--- src/cumf_pkg.sv ---
// Contract
// - Feature register absent unless monitors present
// - Feature register is 32-bit read-only
// - Bit 31 shows capture copy support
// - Bit 30 set when counter read-only
// - Bit 29 shows clean exclusion filter
// - Bit 27 shows overflow linkage control
// - Bit 26 shows overflow bitmap register
// - Bit 25 shows overflow on capture
// - Bit 24 shows capture on overflow
// - Bits 15:0 give monitor count
// - Instance fields follow partition instance selector
// - Monitor selection instance never affects reads
// - Separate copy per security space
// - Each page readable; root, realm read-only
// - Same offset in all four pages
// - Main register 64-bit only with extensions
// - Main register absent without partitioning
// - Main bit 32 shows instance selector
// - Main bit 30 shows monitors present
package cumf_pkg;

    // ========================================================================
    // Address map of one feature page
    // ========================================================================
    localparam int ADDR_W = 12;
    localparam logic [ADDR_W-1:0] FEAT_OFFSET = 12'h088;
    localparam logic [ADDR_W-1:0] MAIN_LO_OFFSET = 12'h000;
    localparam logic [ADDR_W-1:0] MAIN_HI_OFFSET = 12'h004;

    // ========================================================================
    // Field layout of the usage-monitor feature register
    // ========================================================================
    localparam int CAPTURE_BIT = 31;
    localparam int COUNTER_RO_BIT = 30;
    localparam int CLEAN_EXCL_BIT = 29;
    localparam int LINKAGE_BIT = 27;
    localparam int BITMAP_BIT = 26;
    localparam int OFLOW_ON_CAPT_BIT = 25;
    localparam int CAPT_ON_OFLOW_BIT = 24;
    localparam int COUNT_LSB = 0;
    localparam int COUNT_W = 16;
    localparam logic [31:0] RESERVED_MASK = 32'h10ff_0000;
    localparam logic [31:0] VERSION_MASK = 32'h2f00_0000;

    // ========================================================================
    // Field layout of the main identification register
    // ========================================================================
    localparam int MAIN_MONITORS_BIT = 30;
    localparam int MAIN_EXT_BIT = 28;
    localparam int MAIN_HI_SELECTOR_BIT = 0;

    // ========================================================================
    // Reset values and spaces
    // ========================================================================
    localparam logic [31:0] RDATA_RST = 32'h0000_0000;
    localparam int NUM_SPACES = 4;

    typedef enum logic [1:0] {
        cumf_secure,
        cumf_nonsecure,
        cumf_root,
        cumf_realm
    } cumf_space_e;

endpackage

--- src/cumf_view_if.sv ---
`timescale 1ns/1ps
interface cumf_view_if #(
    parameter int RIS_W = 4
);
    logic [RIS_W-1:0] resource_instance_selector;
    logic [31:0] feat;

    modport src (
        input resource_instance_selector,
        output feat
    );
    modport user (
        output resource_instance_selector,
        input feat
    );
endinterface

--- src/cumf_space_view.sv ---
`timescale 1ns/1ps
module cumf_space_view #(
    parameter int NINST = 2,
    parameter int RIS_W = 4,
    parameter bit INSTANCE_SELECTOR_PRESENT = 1'b1,
    parameter bit EXT_VER = 1'b1,
    parameter logic [NINST*32-1:0] TABLE = {NINST{32'hef00_0008}}
) (
    cumf_view_if.src view // Selected instance in, feature word out.
);

    // ========================================================================
    // Feature word for the selected instance
    // ========================================================================
    // Version-gated fields are masked here so a wrong table can never leak
    // a feature that the implemented version does not define.
    localparam logic [31:0] LIVE_MASK = ~cumf_pkg::RESERVED_MASK &
        (EXT_VER ? 32'hffff_ffff : ~cumf_pkg::VERSION_MASK);

    logic [RIS_W-1:0] idx;

    always_comb begin
        idx = INSTANCE_SELECTOR_PRESENT ? view.resource_instance_selector : '0;
        view.feat = 32'h0000_0000;
        if (int'(idx) < NINST) begin
            view.feat = TABLE[int'(idx)*32 +: 32] & LIVE_MASK;
        end
    end

endmodule

--- src/cumf_top.sv ---
`timescale 1ns/1ps
module cumf_top #(
    parameter bit HAS_PART = 1'b1,
    parameter bit HAS_MONITORS = 1'b1,
    parameter bit HAS_USAGE_MON = 1'b1,
    parameter bit EXT_VER = 1'b1,
    parameter bit INSTANCE_SELECTOR_PRESENT = 1'b1,
    parameter bit HAS_REALM_MGMT = 1'b1,
    parameter int NINST = 2,
    parameter int RIS_W = 4,
    parameter logic [cumf_pkg::NUM_SPACES*NINST*32-1:0] FEAT_TABLE =
        {(cumf_pkg::NUM_SPACES*NINST){32'hef00_0008}}
) (
    input logic clk_sys, // System clock.
    input logic rst_n, // Asynchronous reset, active low.
    input logic req, // Access request, one cycle.
    input logic wr, // Access is a write.
    input logic [1:0] space, // Security space of the page.
    input logic [cumf_pkg::ADDR_W-1:0] addr, // Byte offset in page.
    input logic [cumf_pkg::NUM_SPACES-1:0][RIS_W-1:0] part_sel_ris, // Sel.
    output logic ack, // Access answered, one cycle.
    output logic [31:0] rdata // Read data, held until next answer.
);

    // ========================================================================
    // Presence of each register
    // ========================================================================
    // The feature register needs partitioning, monitors and the usage
    // monitor type together; any one missing leaves the offset empty.
    localparam bit FEAT_LIVE = HAS_PART && HAS_MONITORS && HAS_USAGE_MON;
    localparam bit MAIN_LIVE = HAS_PART;
    localparam bit MAIN_WIDE = HAS_PART && EXT_VER;

    logic [cumf_pkg::NUM_SPACES-1:0] space_open;
    logic [31:0] feat_v [cumf_pkg::NUM_SPACES];
    logic [31:0] main_lo;
    logic [31:0] main_hi;

    // Root and realm pages exist only with realm management; without it
    // they read as zero like any empty offset.
    always_comb begin
        space_open = '0;
        for (int s = 0; s < cumf_pkg::NUM_SPACES; s++) begin
            space_open[s] = (s < 2) || HAS_REALM_MGMT;
        end
    end

    // ========================================================================
    // One feature copy per security space
    // ========================================================================
    genvar gs;
    generate
        for (gs = 0; gs < cumf_pkg::NUM_SPACES; gs++) begin : g_space
            cumf_view_if #(.RIS_W(RIS_W)) vif ();

            // Only the partition selector steers the copy; the monitor
            // selection register's instance field is never routed here.
            assign vif.resource_instance_selector = part_sel_ris[gs];

            cumf_space_view #(
                .NINST(NINST),
                .RIS_W(RIS_W),
                .INSTANCE_SELECTOR_PRESENT(INSTANCE_SELECTOR_PRESENT),
                .EXT_VER(EXT_VER),
                .TABLE(FEAT_TABLE[gs*NINST*32 +: NINST*32])
            ) u_view (
                .view(vif.src)
            );

            assign feat_v[gs] = vif.feat;
        end
    endgenerate

    // ========================================================================
    // Main identification register
    // ========================================================================
    always_comb begin
        main_lo = 32'h0000_0000;
        main_hi = 32'h0000_0000;
        main_lo[cumf_pkg::MAIN_MONITORS_BIT] = HAS_MONITORS;
        main_lo[cumf_pkg::MAIN_EXT_BIT] = EXT_VER;
        if (MAIN_WIDE) begin
            main_hi[cumf_pkg::MAIN_HI_SELECTOR_BIT] = INSTANCE_SELECTOR_PRESENT;
        end
    end

    // ========================================================================
    // Read port
    // ========================================================================
    logic next_ack;
    logic [31:0] next_rdata;

    always_comb begin
        next_ack = req;
        next_rdata = cumf_pkg::RDATA_RST;
        // Writes are answered with zero data and change nothing.
        if (req && !wr && space_open[space]) begin
            if (addr == cumf_pkg::FEAT_OFFSET) begin
                if (FEAT_LIVE) begin
                    next_rdata = feat_v[space];
                end
            end else if (addr == cumf_pkg::MAIN_LO_OFFSET) begin
                if (MAIN_LIVE) begin
                    next_rdata = main_lo;
                end
            end else if (addr == cumf_pkg::MAIN_HI_OFFSET) begin
                if (MAIN_WIDE) begin
                    next_rdata = main_hi;
                end
            end
        end
    end

    always_ff @(posedge clk_sys or negedge rst_n) begin
        if (!rst_n) begin
            ack <= 1'b0;
            rdata <= cumf_pkg::RDATA_RST;
        end else begin
            ack <= next_ack;
            if (next_ack) begin
                rdata <= next_rdata;
            end
        end
    end

    // ========================================================================
    // Checks
    // ========================================================================
    logic [RIS_W-1:0] cur_ris;
    logic [15:0] exp_count;
    int unsigned exp_idx;
    logic feat_rd;
    logic main_hi_rd;
    logic main_lo_rd;

    always_comb begin
        cur_ris = INSTANCE_SELECTOR_PRESENT ? part_sel_ris[space] : '0;
        exp_idx = 32'(space) * 32'(NINST) + 32'(cur_ris);
        exp_count = 16'h0000;
        if (FEAT_LIVE && space_open[space] && int'(cur_ris) < NINST) begin
            exp_count = FEAT_TABLE[exp_idx*32 +: 16];
        end
        feat_rd = req && !wr && addr == cumf_pkg::FEAT_OFFSET;
        main_lo_rd = req && !wr && addr == cumf_pkg::MAIN_LO_OFFSET;
        main_hi_rd = req && !wr && addr == cumf_pkg::MAIN_HI_OFFSET;
    end
endmodule

--- config.mk ---
export PLATFORM = sky130hd
export DESIGN_NAME = cumf_top
export DESIGN_NICKNAME = d
export VERILOG_FILES = /design/src/cumf_pkg.sv /design/src/cumf_view_if.sv /design/src/cumf_space_view.sv /design/src/cumf_top.sv
export SDC_FILE = /design/constraint.sdc
export NUM_CORES = 1
export LEC_CHECK = 0
export BUFFER_PORTS_ARGS = -buffer_cell sky130_fd_sc_hd__buf_2
export CORE_AREA = 2 2 43 45
export CTS_CLUSTER_SIZE = 14
export DETAILED_ROUTE_END_ITERATION = 8
export DIE_AREA = 0 0 45 47
export PLACE_DENSITY = 0.86
export SLEW_MARGIN = 5
export SYNTH_ARGS = -nofsm -noshare
export SYNTH_HDL_FRONTEND = slang
export SYNTH_SLANG_ARGS = --single-unit
export TNS_END_PERCENT = 10
--- constraint.sdc ---
create_clock -name clk_sys -period 1.1 [get_ports clk_sys]
set_input_delay 0.055 -clock clk_sys [delete_from_list [all_inputs] [get_ports clk_sys]]
set_output_delay 0.055 -clock clk_sys [all_outputs]
set_load 0.02 [all_outputs]
==> After elaboration in Yosys (flattened, before gate mapping) <==
Index checks and enable logic that the tools add are counted.
{ "word_totals": {"register_bits": 33, "word_cells": 32, "inputBits": 34, "out_inout_bits": 33} }
{ "classes": {"n_eq_ne": 2, "bitwise_logic": 1, "muxes": 13, "n_shift": 4, "reduce_logical": 4, "magnitude_cmp": 6} }
{ "op_table": {"columns": ["cell", "n"], "rows": [
  ["32-bit two-way mux", 8],
  ["64-bit by 10-bit variable part select with 32-bit output, first input constant", 4],
  ["32-bit binary-select mux with 2-bit select", 1],
  ["31-bit two-way mux", 1],
  ["4-bit by 2-bit < comparator with 1-bit output, second input constant", 4],
  ["12-bit by 3-bit equality test with 1-bit output, second input constant", 1],
  ["12-bit by 8-bit equality test with 1-bit output, second input constant", 1],
  ["12-bit zero test", 1],
  ["3-bit greater-or-equal comparator, second input constant", 1],
  ["2-bit by 3-bit < comparator with 1-bit output, second input constant", 1],
  ["2-bit NOT with 3-bit output", 1],
  ["1-bit binary-select mux with 2-bit select", 1],
  ["1-bit logical AND", 2],
  ["1-bit two-way mux", 2],
  ["1-bit zero test", 1]
]} }

==> Logic depth before layout (Yosys ltp) <==
Gate-level depths: netlist of run 1.
{ "depth": {"depth_word": 7, "mapped_depth": 4, "mapped_depth_nobuf": 4} }

==> By module <==
Synthesis of run 1 repeated with hierarchy kept, for this count alone.
{ "unflattened": {"hier_cells": 263, "area_unflattened_um2": 3064.2} }
{ "modules_own_cells": {"columns": ["module", "seq_area_each_um2", "cells_per_inst", "instances", "area_per_inst_um2"], "rows": [
  ["cumf_top", 825.8, 131, 1, 2078.2],
  ["cumf_space_view", 0.0, 33, 4, 246.5]
]} }

==> Worst setup path after synthesis of run 1 <==
OpenSTA, ideal clock, no wires.
{ "synth_path": {"kind": "input port to flip-flop", "from": "input port addr[10] (netlist name)", "to": "register rdata[29]", "cell_stages": 4, "setup_slack_ns": 0.133, "setup_time_ns": 0.083, "arrival_ns": 0.884, "n_path_buf": 0, "t_required_ns": 1.017, "cell_sequence": "nor4b_2 > nand4_1 > a2111o_1 > o21ai_0"} }
{ "synth_via": {"elab_chain_cells": 3} }
{ "synth_lines": {"columns": ["element", "line_no", "source"], "rows": [
  ["start: declaration", "cumf_top.sv:19", "input logic [cumf_pkg::ADDR_W-1:0] addr,"],
  ["12-bit by 8-bit equality test with 1-bit output", null, null],
  ["32-bit two-way mux", "cumf_top.sv:98", "if (addr == cumf_pkg::FEAT_OFFSET) begin"],
  ["32-bit two-way mux", "cumf_top.sv:97", "if (req && !wr && space_open[space]) begin"],
  ["end signal: assignment", "cumf_top.sv:117", "rdata <= cumf_pkg::RDATA_RST;"],
  ["end signal: assignment", "cumf_top.sv:121", "rdata <= next_rdata;"],
  ["end: declaration", "cumf_top.sv:22", "output logic [31:0] rdata"]
]} }
No other way between the ends.
A chain may end at the register's enable or synchronous reset.

==> Worst setup path in the final report of run 1 <==
Same ends and word-level chain as after synthesis.

==> results.md, run 1 <==
- Post-synth cell types: 17
- CP Buf/Inv Count: 1
- Die height: 47 um
- Final Setup Violations: 0
- Max-cap violations: 0
- Number of port buffers: 40
- Final hold vios: 0
- # DRC: 0
- Mapped Area: 493 um2
- Pwr Total: 0.548 mW
- Vias in the first global route: 458
- Reg-to-Reg Start: rdata[29]$_DFFE_PN0P_
- Top Metal Used: met4
- Wirelength per Cell: 9.61 um
- Peak supply drop: 0.307 mV
- DP Area: 591 um2
- Crit path from: addr[10]
- CTS Sinks: 5
- Cells along the critical path: buf_2 > nor4b_2 > nand4_1 > a2111o_1 > o21ai_0
- DR WL met3: 95 um
- Layout Nets: 132
- Total wire length: 1.10 mm
- Fin crit period: 966 ps
- Cts bufs inserted: 3
- N_diodes: 0
- GRT overflow: 0
- Slowest cell on crit path: a2111o_1
- Number of synthesized register bits: 5
- Worst Hold Class: primary input to flop
- M1 WL: 350 um
- Post-synthesis instance total: 58
- Placed instance count: 109
- Hold-fix buffers, CTS: 1
- Crit path max fanout: 2
- Largest net degree at the start of global routing: 9
- Seq/Total Area, Yosys: 25.4%
- Yosys top cell area share: 42.6%
- Drt first-iter violations: 3
- Core Region: 1650 um2
- F_max: 1040 MHz
- GRT Resource Usage Total: 11.5%
- Die area: 2120 um2
- Skew-Pair Late Insertion Delay: 240 ps
- Critical Path RT: 1240 ps
- Clock slew at reported path FFs: 40 ps
- Static Leakage: 0.368 nW
- Final Cell Area: 627 um2
- 1st-pass router iterations: 4
- Row cnt: 15
- Largest cells by area after synthesis: buf_4 43%, dfrtp_1 25%, nor4b_1 5.3%
- Worst min-delay path startpoint: req
- H-tree depth: 1
- RSZ-0062 raised after global routing: no
- GP Congestion: 0.737
- Kind of critical path: primary input to flop
- Yosys Warn Count: 0
- Root Driver: clkbuf_4
- Critical Path End Type: flop
- Resized Gates After CTS: 0
- Period Utilization, post-route: 87.8%
- Cell Count, Final, Fillers Out: 114
- Post-route clock skew: 0 ps
- Post-CTS setup repair buffer count: 0
- Met2 wire len: 635 um
- Routed vias: 473
- TritonCTS clock tree: yes
- Final HPWL DP: 1.00 mm
- I/O pin count: 67
- Initial Util: 29.8%
- Synth area leader: buf_4
- Filler cell count in the final layout: 187
- Fraction of layout cells with a size suffix above 1: 47.4%
- Die Width: 45 um
- Pwr per Cell Area: 874 nW/um2
- Antenna violations before repair: 0
- Critical Path AT: 1100 ps
- Max-slew violations: 0
- Via density: 4.15
- Global-route wire length before repair: 1.75 mm
- Layout area overhead: 27.2%
- Status: complete, no violations
- Top delay family on crit path: compound AO/OA/AOI/OAI gates
- Syn avg cell area: 8.50 um2
- Max Buffers Root-to-Sink: 2
- Final Util: 38.0%
- Crit-path max cell delay: 380 ps
- Number of nets with antenna violations after routing: 0
- Startpoint Class: primary input
[layout by cell type, fill, tap and decap left out]
| cell type | instances |
|---|---|
| nor2_1 | 3 |
| dfrtp_1 | 5 |
| conb_1 | 22 |
| buf_2 | 40 |
| nor4b_2 | 1 |
| clkbuf_4 | 3 |
| dlygate4sd3_1 | 1 |
| o21ai_0 | 3 |
| nand3_1 | 1 |
| inv_1 | 3 |
| nand4_1 | 2 |
| a2111o_1 | 1 |
| nor4_2 | 1 |
| or3_1 | 1 |
| clkbuf_1 | 1 |
| buf_4 | 1 |
| nand2_1 | 1 |
| nand2b_1 | 1 |
| nor4b_1 | 3 |
| nor3_1 | 1 |
| nor4_1 | 2 |
[layer usage]
layer  GRT usage (%)  vias up
met2            23.1       33
met1            9.58      213
li1                -      225
met3            2.69        2
met4            8.24        0
met5               0        -
[area by class of cell]
class	count	area (um2)	share of cell area [%]
timing repair buffer	42	218	34.7
inverter	3	11.3	1.80
multi-input combinational	43	225	35.9
clock buffer	4	26.3	4.19
tap	17	21.3	3.39
sequential	5	125	20.0
[synth_stat cells (all sizes together)]
cell,n
a2111o,1
buf,28
conb,1
dfrtp,5
inv,3
nand2,1
nand2b,1
nand3,1
nand4,2
nor2,3
nor3,1
nor4,3
nor4b,4
o21ai,3
or3,1
[logic make-up (layout without fill, tap and decap cells)]
| logic type | after synthesis | in the layout | share of synthesized area [%] |
|---|---|---|---|
| buffers and inverters | 31 | 49 | 44.9 |
| AND/OR/NAND/NOR | 17 | 17 | 23.6 |
| flip-flops | 5 | 5 | 25.4 |
| AO/OA/AOI/OAI | 4 | 4 | 5.33 |
| other | 1 | 22 | 0.761 |
[state kept, by name, summed over array words and instances, names as in the netlist]
name / count
rdata: 4
ack: 1
[per-stage QoR]
step                      worst slack, ps  hold WS [ps]  TNS, ps
after floorplan                       133          -241        0
after global placement              -18.9          -132    -28.6
after detailed placement             -112          -128     -180
after CTS                             135          51.6        0
after global routing                 36.5          61.4        0
final                                 134          52.0        0
[report_power, final]
| group | switching [mW] | internal (mW) | total [mW] | leakage [nW] |
|---|---|---|---|---|
| clock | 0.0709 | 0.137 | 0.208 | 0.0150 |
| sequential | 0.000485 | 0.187 | 0.187 | 0.0676 |
| combinational | 0.102 | 0.0512 | 0.153 | 0.285 |
[worst paths after layout]
path / cells after the start / slack (ps) / endpoint
setup / recovery: 5 / 130 / rdata[29]$_DFFE_PN0P_
hold / removal: 2 / 50 / ack$_DFF_PN0_
setup reg to reg: 2 / 300 / rdata[29]$_DFFE_PN0P_
hold reg to reg: 2 / 500 / rdata[30]$_DFFE_PN0P_
max in group asynchronous: 2 / 810 / rdata[30]$_DFFE_PN0P_
min in group asynchronous: 2 / 160 / rdata[29]$_DFFE_PN0P_
No activity file was read; power rests on OpenSTA's default activity.
==> run 2, diff against run 1 <==
--- a/config.mk
+++ b/config.mk
@@ -6,13 +6,14 @@
 export NUM_CORES = 1
 export LEC_CHECK = 0
 export BUFFER_PORTS_ARGS = -buffer_cell sky130_fd_sc_hd__buf_2
-export CORE_AREA = 2 2 43 45
+export CORE_AREA = 2 2 75 77
 export CTS_CLUSTER_SIZE = 14
 export DETAILED_ROUTE_END_ITERATION = 8
-export DIE_AREA = 0 0 45 47
-export PLACE_DENSITY = 0.86
+export DIE_AREA = 0 0 77 79
+export PLACE_DENSITY = 0.92
 export SLEW_MARGIN = 5
 export SYNTH_ARGS = -nofsm -noshare
 export SYNTH_HDL_FRONTEND = slang
+export SYNTH_HIERARCHICAL = 1
 export SYNTH_SLANG_ARGS = --single-unit
 export TNS_END_PERCENT = 10
==> run 2 against run 1 <==
  * First-iteration DRC count grew to 40 times the previous value
  * Count of clock-buffer cells in the layout grew 3
  * Worst hold slack lost 3.1 ps
==> results.md, run 2 <==
- Switch Pwr: 0.679 mW (was 0.173 mW)
- Post-route clock skew: 0 ps (unchanged)
- Max-slew violations: 0 (unchanged)
- Final HPWL DP: 3.61 mm (was 1.00 mm)
- Cts bufs inserted: 5 (was 3)
- Startpoint Class: primary input (unchanged)
- Synth Area in Compound Gates: 10.3% (was 5.33%)
- Die area: 6080 um2 (was 2120 um2)
- Clk network pwr share: 41.3% (was 37.9%)
- Cell Count, Final, Fillers Out: 368 (was 114)
- Net Sw Frac: 23.6% (was 31.6%)
- Most common cell in the netlist: buf_4 (unchanged)
- Largest net degree at the start of global routing: 33 (was 9)
- Layout area overhead: -1.23% (was 27.2%)
- Crit path max fanout: 10 (was 2)
- Die height: 79 um (was 47 um)
- Yosys top cell area share: 30.9% (was 42.6%)
- Total wire length: 5.00 mm (was 1.10 mm)
- Post-synth cell types: 23 (was 17)
- GRT Resource Usage Total: 17.7% (was 11.5%)
- Die Width: 77 um (was 45 um)
- Clock slew at reported path FFs: 70 ps (was 40 ps)
- WHS: 48.8 ps (was 52.0 ps)
- Vias in the first global route: 1788 (was 458)
- Final Cell Area: 3030 um2 (was 627 um2)
- Final hold vios: 0 (unchanged)
- Commonest cells in the netlist: 126 x buf_4, 33 x dfrtp_1, 29 x a32o_1, 29 x mux4_2, 9 x clkbuf_1 (was 28 x buf_4, 5 x dfrtp_1)
- Cells along the critical path: buf_2 > mux4_2 > a32o_1 (was buf_2 > nor4b_2 > nand4_1 > a2111o_1 > o21ai_0)
- P_int: 2.20 mW (was 0.375 mW)
- Static Leakage: 1.53 nW (was 0.368 nW)
- Crit-path max cell delay: 550 ps (was 380 ps)
- RSZ-0062 raised after global routing: no (unchanged)
- Antenna violations before repair: 0 (unchanged)
- Largest cells by area after synthesis: buf_4 31%, dfrtp_1 27%, mux4_2 21% (was buf_4 43%, dfrtp_1 25%, nor4b_1 5.3%)
- Period Utilization, post-route: 87.7% (was 87.8%)
- Adder-cell area share of the yosys netlist: 0% (unchanged)
- Number of nets with antenna violations after routing: 0 (unchanged)
- 1st-pass router iterations: 5 (was 4)
- Setup TNS Final: 0 ps (unchanged)
- Kind of critical path: primary input to flop (unchanged)
- # DRC: 0 (unchanged)
- Critical Path End Type: flop (unchanged)
- Slowest cell on crit path: mux4_2 (was a2111o_1)
- Max reg flops: 32 (was 4)
- Fraction of layout cells with a size suffix above 1: 38.5% (was 47.4%)
- Critical Path RT: 1270 ps (was 1240 ps)
- Status: complete, no violations (unchanged)
- Number of port buffers: 62 (was 40)
- DP Area: 2880 um2 (was 591 um2)
- N_diodes: 0 (unchanged)
- Synth Area in Simple Gates: 3.80% (was 23.6%)
- Global-route wire length before repair: 8.38 mm (was 1.75 mm)
- Root Driver: clkbuf_8 (was clkbuf_4)
- Top delay family on crit path: multiplexers (was compound AO/OA/AOI/OAI gates)
- Critical Path AT: 1130 ps (was 1100 ps)
- TritonCTS clock tree: yes (unchanged)
- Syn avg cell area: 11.7 um2 (was 8.50 um2)
- Mapped Area: 3060 um2 (was 493 um2)
- Worst Hold Class: primary input to flop (unchanged)
- Layout Nets: 329 (was 132)
- Core Region: 5340 um2 (was 1650 um2)
- Number of synthesized register bits: 33 (was 5)
- Routed vias: 1797 (was 473)
- FFs w/ async S/R, synth: 100% (unchanged)
- EDFF count, synth: 0 (unchanged)
- Max-cap violations: 0 (unchanged)
- Seq/Total Area, Yosys: 26.9% (was 25.4%)
- F_max: 1040 MHz (about the same)
- Initial Util: 57.4% (was 29.8%)
- Wirelength per Cell: 13.6 um (was 9.61 um)
- Post-synthesis instance total: 263 (was 58)
- R2R Setup Slk: 380 ps (was 300 ps)
- Reg-to-Reg Start: rdata[25]$_DFFE_PN0P_ (was rdata[29]$_DFFE_PN0P_)
- Synth area leader: buf_4 (unchanged)
- Largest family of logic cells by synthesized area: buffers and inverters (unchanged)
- Fin crit period: 964 ps (was 966 ps)
- Max Buffers Root-to-Sink: 2 (unchanged)
- Crit path from: space[0] (was addr[10])
- Drt first-iter violations: 120 (was 3)
- I/O pin count: 67 (unchanged)
- CTS Sinks: 33 (was 5)
- Combinational share of power: 16.5% (was 27.9%)
- Mux cell area share after synthesis: 23.9% (was 0%)
- Top flop regs: rdata: 32 flops, ack: 1 flops (was rdata: 4 flops, ack: 1 flops)
- Via density: 4.88 (was 4.15)
- Pwr per Cell Area: 952 nW/um2 (was 874 nW/um2)
- Filler cell count in the final layout: 481 (was 187)
- H-tree depth: 2 (was 1)
- Row cnt: 27 (was 15)
- Largest Register: rdata (unchanged)
- Worst min-delay path startpoint: addr[2] (was req)
- CP Buf/Inv Count: 1 (unchanged)
- GP Congestion: 0.739 (was 0.737)
- Placed instance count: 358 (was 109)
- Peak supply drop: 0.492 mV (was 0.307 mV)
- Most common cell after layout, fill and taps aside: conb_1 (was buf_2)
- Synth Area in XOR/XNOR: 0.286% (was 0%)
- Final Setup Violations: 0 (unchanged)
- Yosys Warn Count: 6 (was 0)
- Main synth FF type: dfrtp_1 (unchanged)
- GRT overflow: 0 (unchanged)
- Sequential Power Share: 42.2% (was 34.1%)
- Skew-Pair Late Insertion Delay: 280 ps (was 240 ps)
- Most frequent cells in the layout: 96 x conb_1, 62 x buf_2, 33 x dfrtp_1 (was 40 x buf_2, 22 x conb_1, 5 x dfrtp_1)
- Pwr Total: 2.88 mW (was 0.548 mW)
==> run 2: changes by cell type after synthesis, sizes merged, moves of 4 or more <==
cell,change
buf,+105
a32o,+29
clkbuf,+9
dfrtp,+28
nor3,+4
mux4,+32
==> run 2: cells by family after synthesis <==
| logic type | after synthesis |
|---|---|
| buf+inv | 143 |
| simple gates | 18 |
| other cells | 4 |
| xor+xnor | 1 |
| compound gates | 32 |
| mux | 32 |
| flops | 33 |
==> run 2: path summary, 6_finish.rpt <==
check / end / cells past startpoint
max in group asynchronous: rdata[0]$_DFFE_PN0P_ / 3
min in group asynchronous: rdata[28]$_DFFE_PN0P_ / 2
max: rdata[25]$_DFFE_PN0P_ / 3
min: rdata[0]$_DFFE_PN0P_ / 3
min reg2reg: rdata[19]$_DFFE_PN0P_ / 1
max reg2reg: rdata[25]$_DFFE_PN0P_ / 1
==> run 2: final cells by class <==
cell class	instances	area, um2	area share [%]
Timing Repair Buffer	75	450	14.9
Clock inverter	1	30.0	0.992
Clock buffer	7	86.3	2.85
Sequential cell	33	826	27.3
Inverter	1	3.75	0.124
Tap cell	72	90.1	2.98
Multi-Input combinational cell	179	1540	50.9
==> run 2: layer usage <==
| layer | share of wire (%) | GRT usage, % | routed length, um |
|---|---|---|---|
| met4 | 2.5 | 7.50 | 124 |
| met1 | 38 | 19.7 | 1920 |
| met5 | 0 | 0 | 0 |
| met3 | 5.4 | 4.09 | 268 |
| met2 | 54 | 32.5 | 2690 |
==> run 2: per-stage QoR <==
step | worst slack (ps) | util [%]
floorplan | -30.2 | -
global placement | -122 | 54.0
detailed placement | -160 | 54.0
CTS | 125 | 56.6
global route | 51.6 | 56.7
finish | 136 | 56.7
==> run 2: power groups by stage <==
stage	Combinational (mW)	Clock, mW	Sequential [mW]
finish	0.476	1.19	1.22
global route	0.531	1.26	1.21
CTS	0.456	1.20	1.22
detailed placement	0.449	0	1.24
global placement	0.442	0	1.24
floorplan	0.633	0	1.24
==> run 2: timing repair <==
action | CTS | global route
hold buffers | 2 | 0
setup buffers | 0 | 0
endpoints found under the setup margin | 0 | 1
gates resized for setup | 0 | 1
hold endpoints to repair | 34 | 0
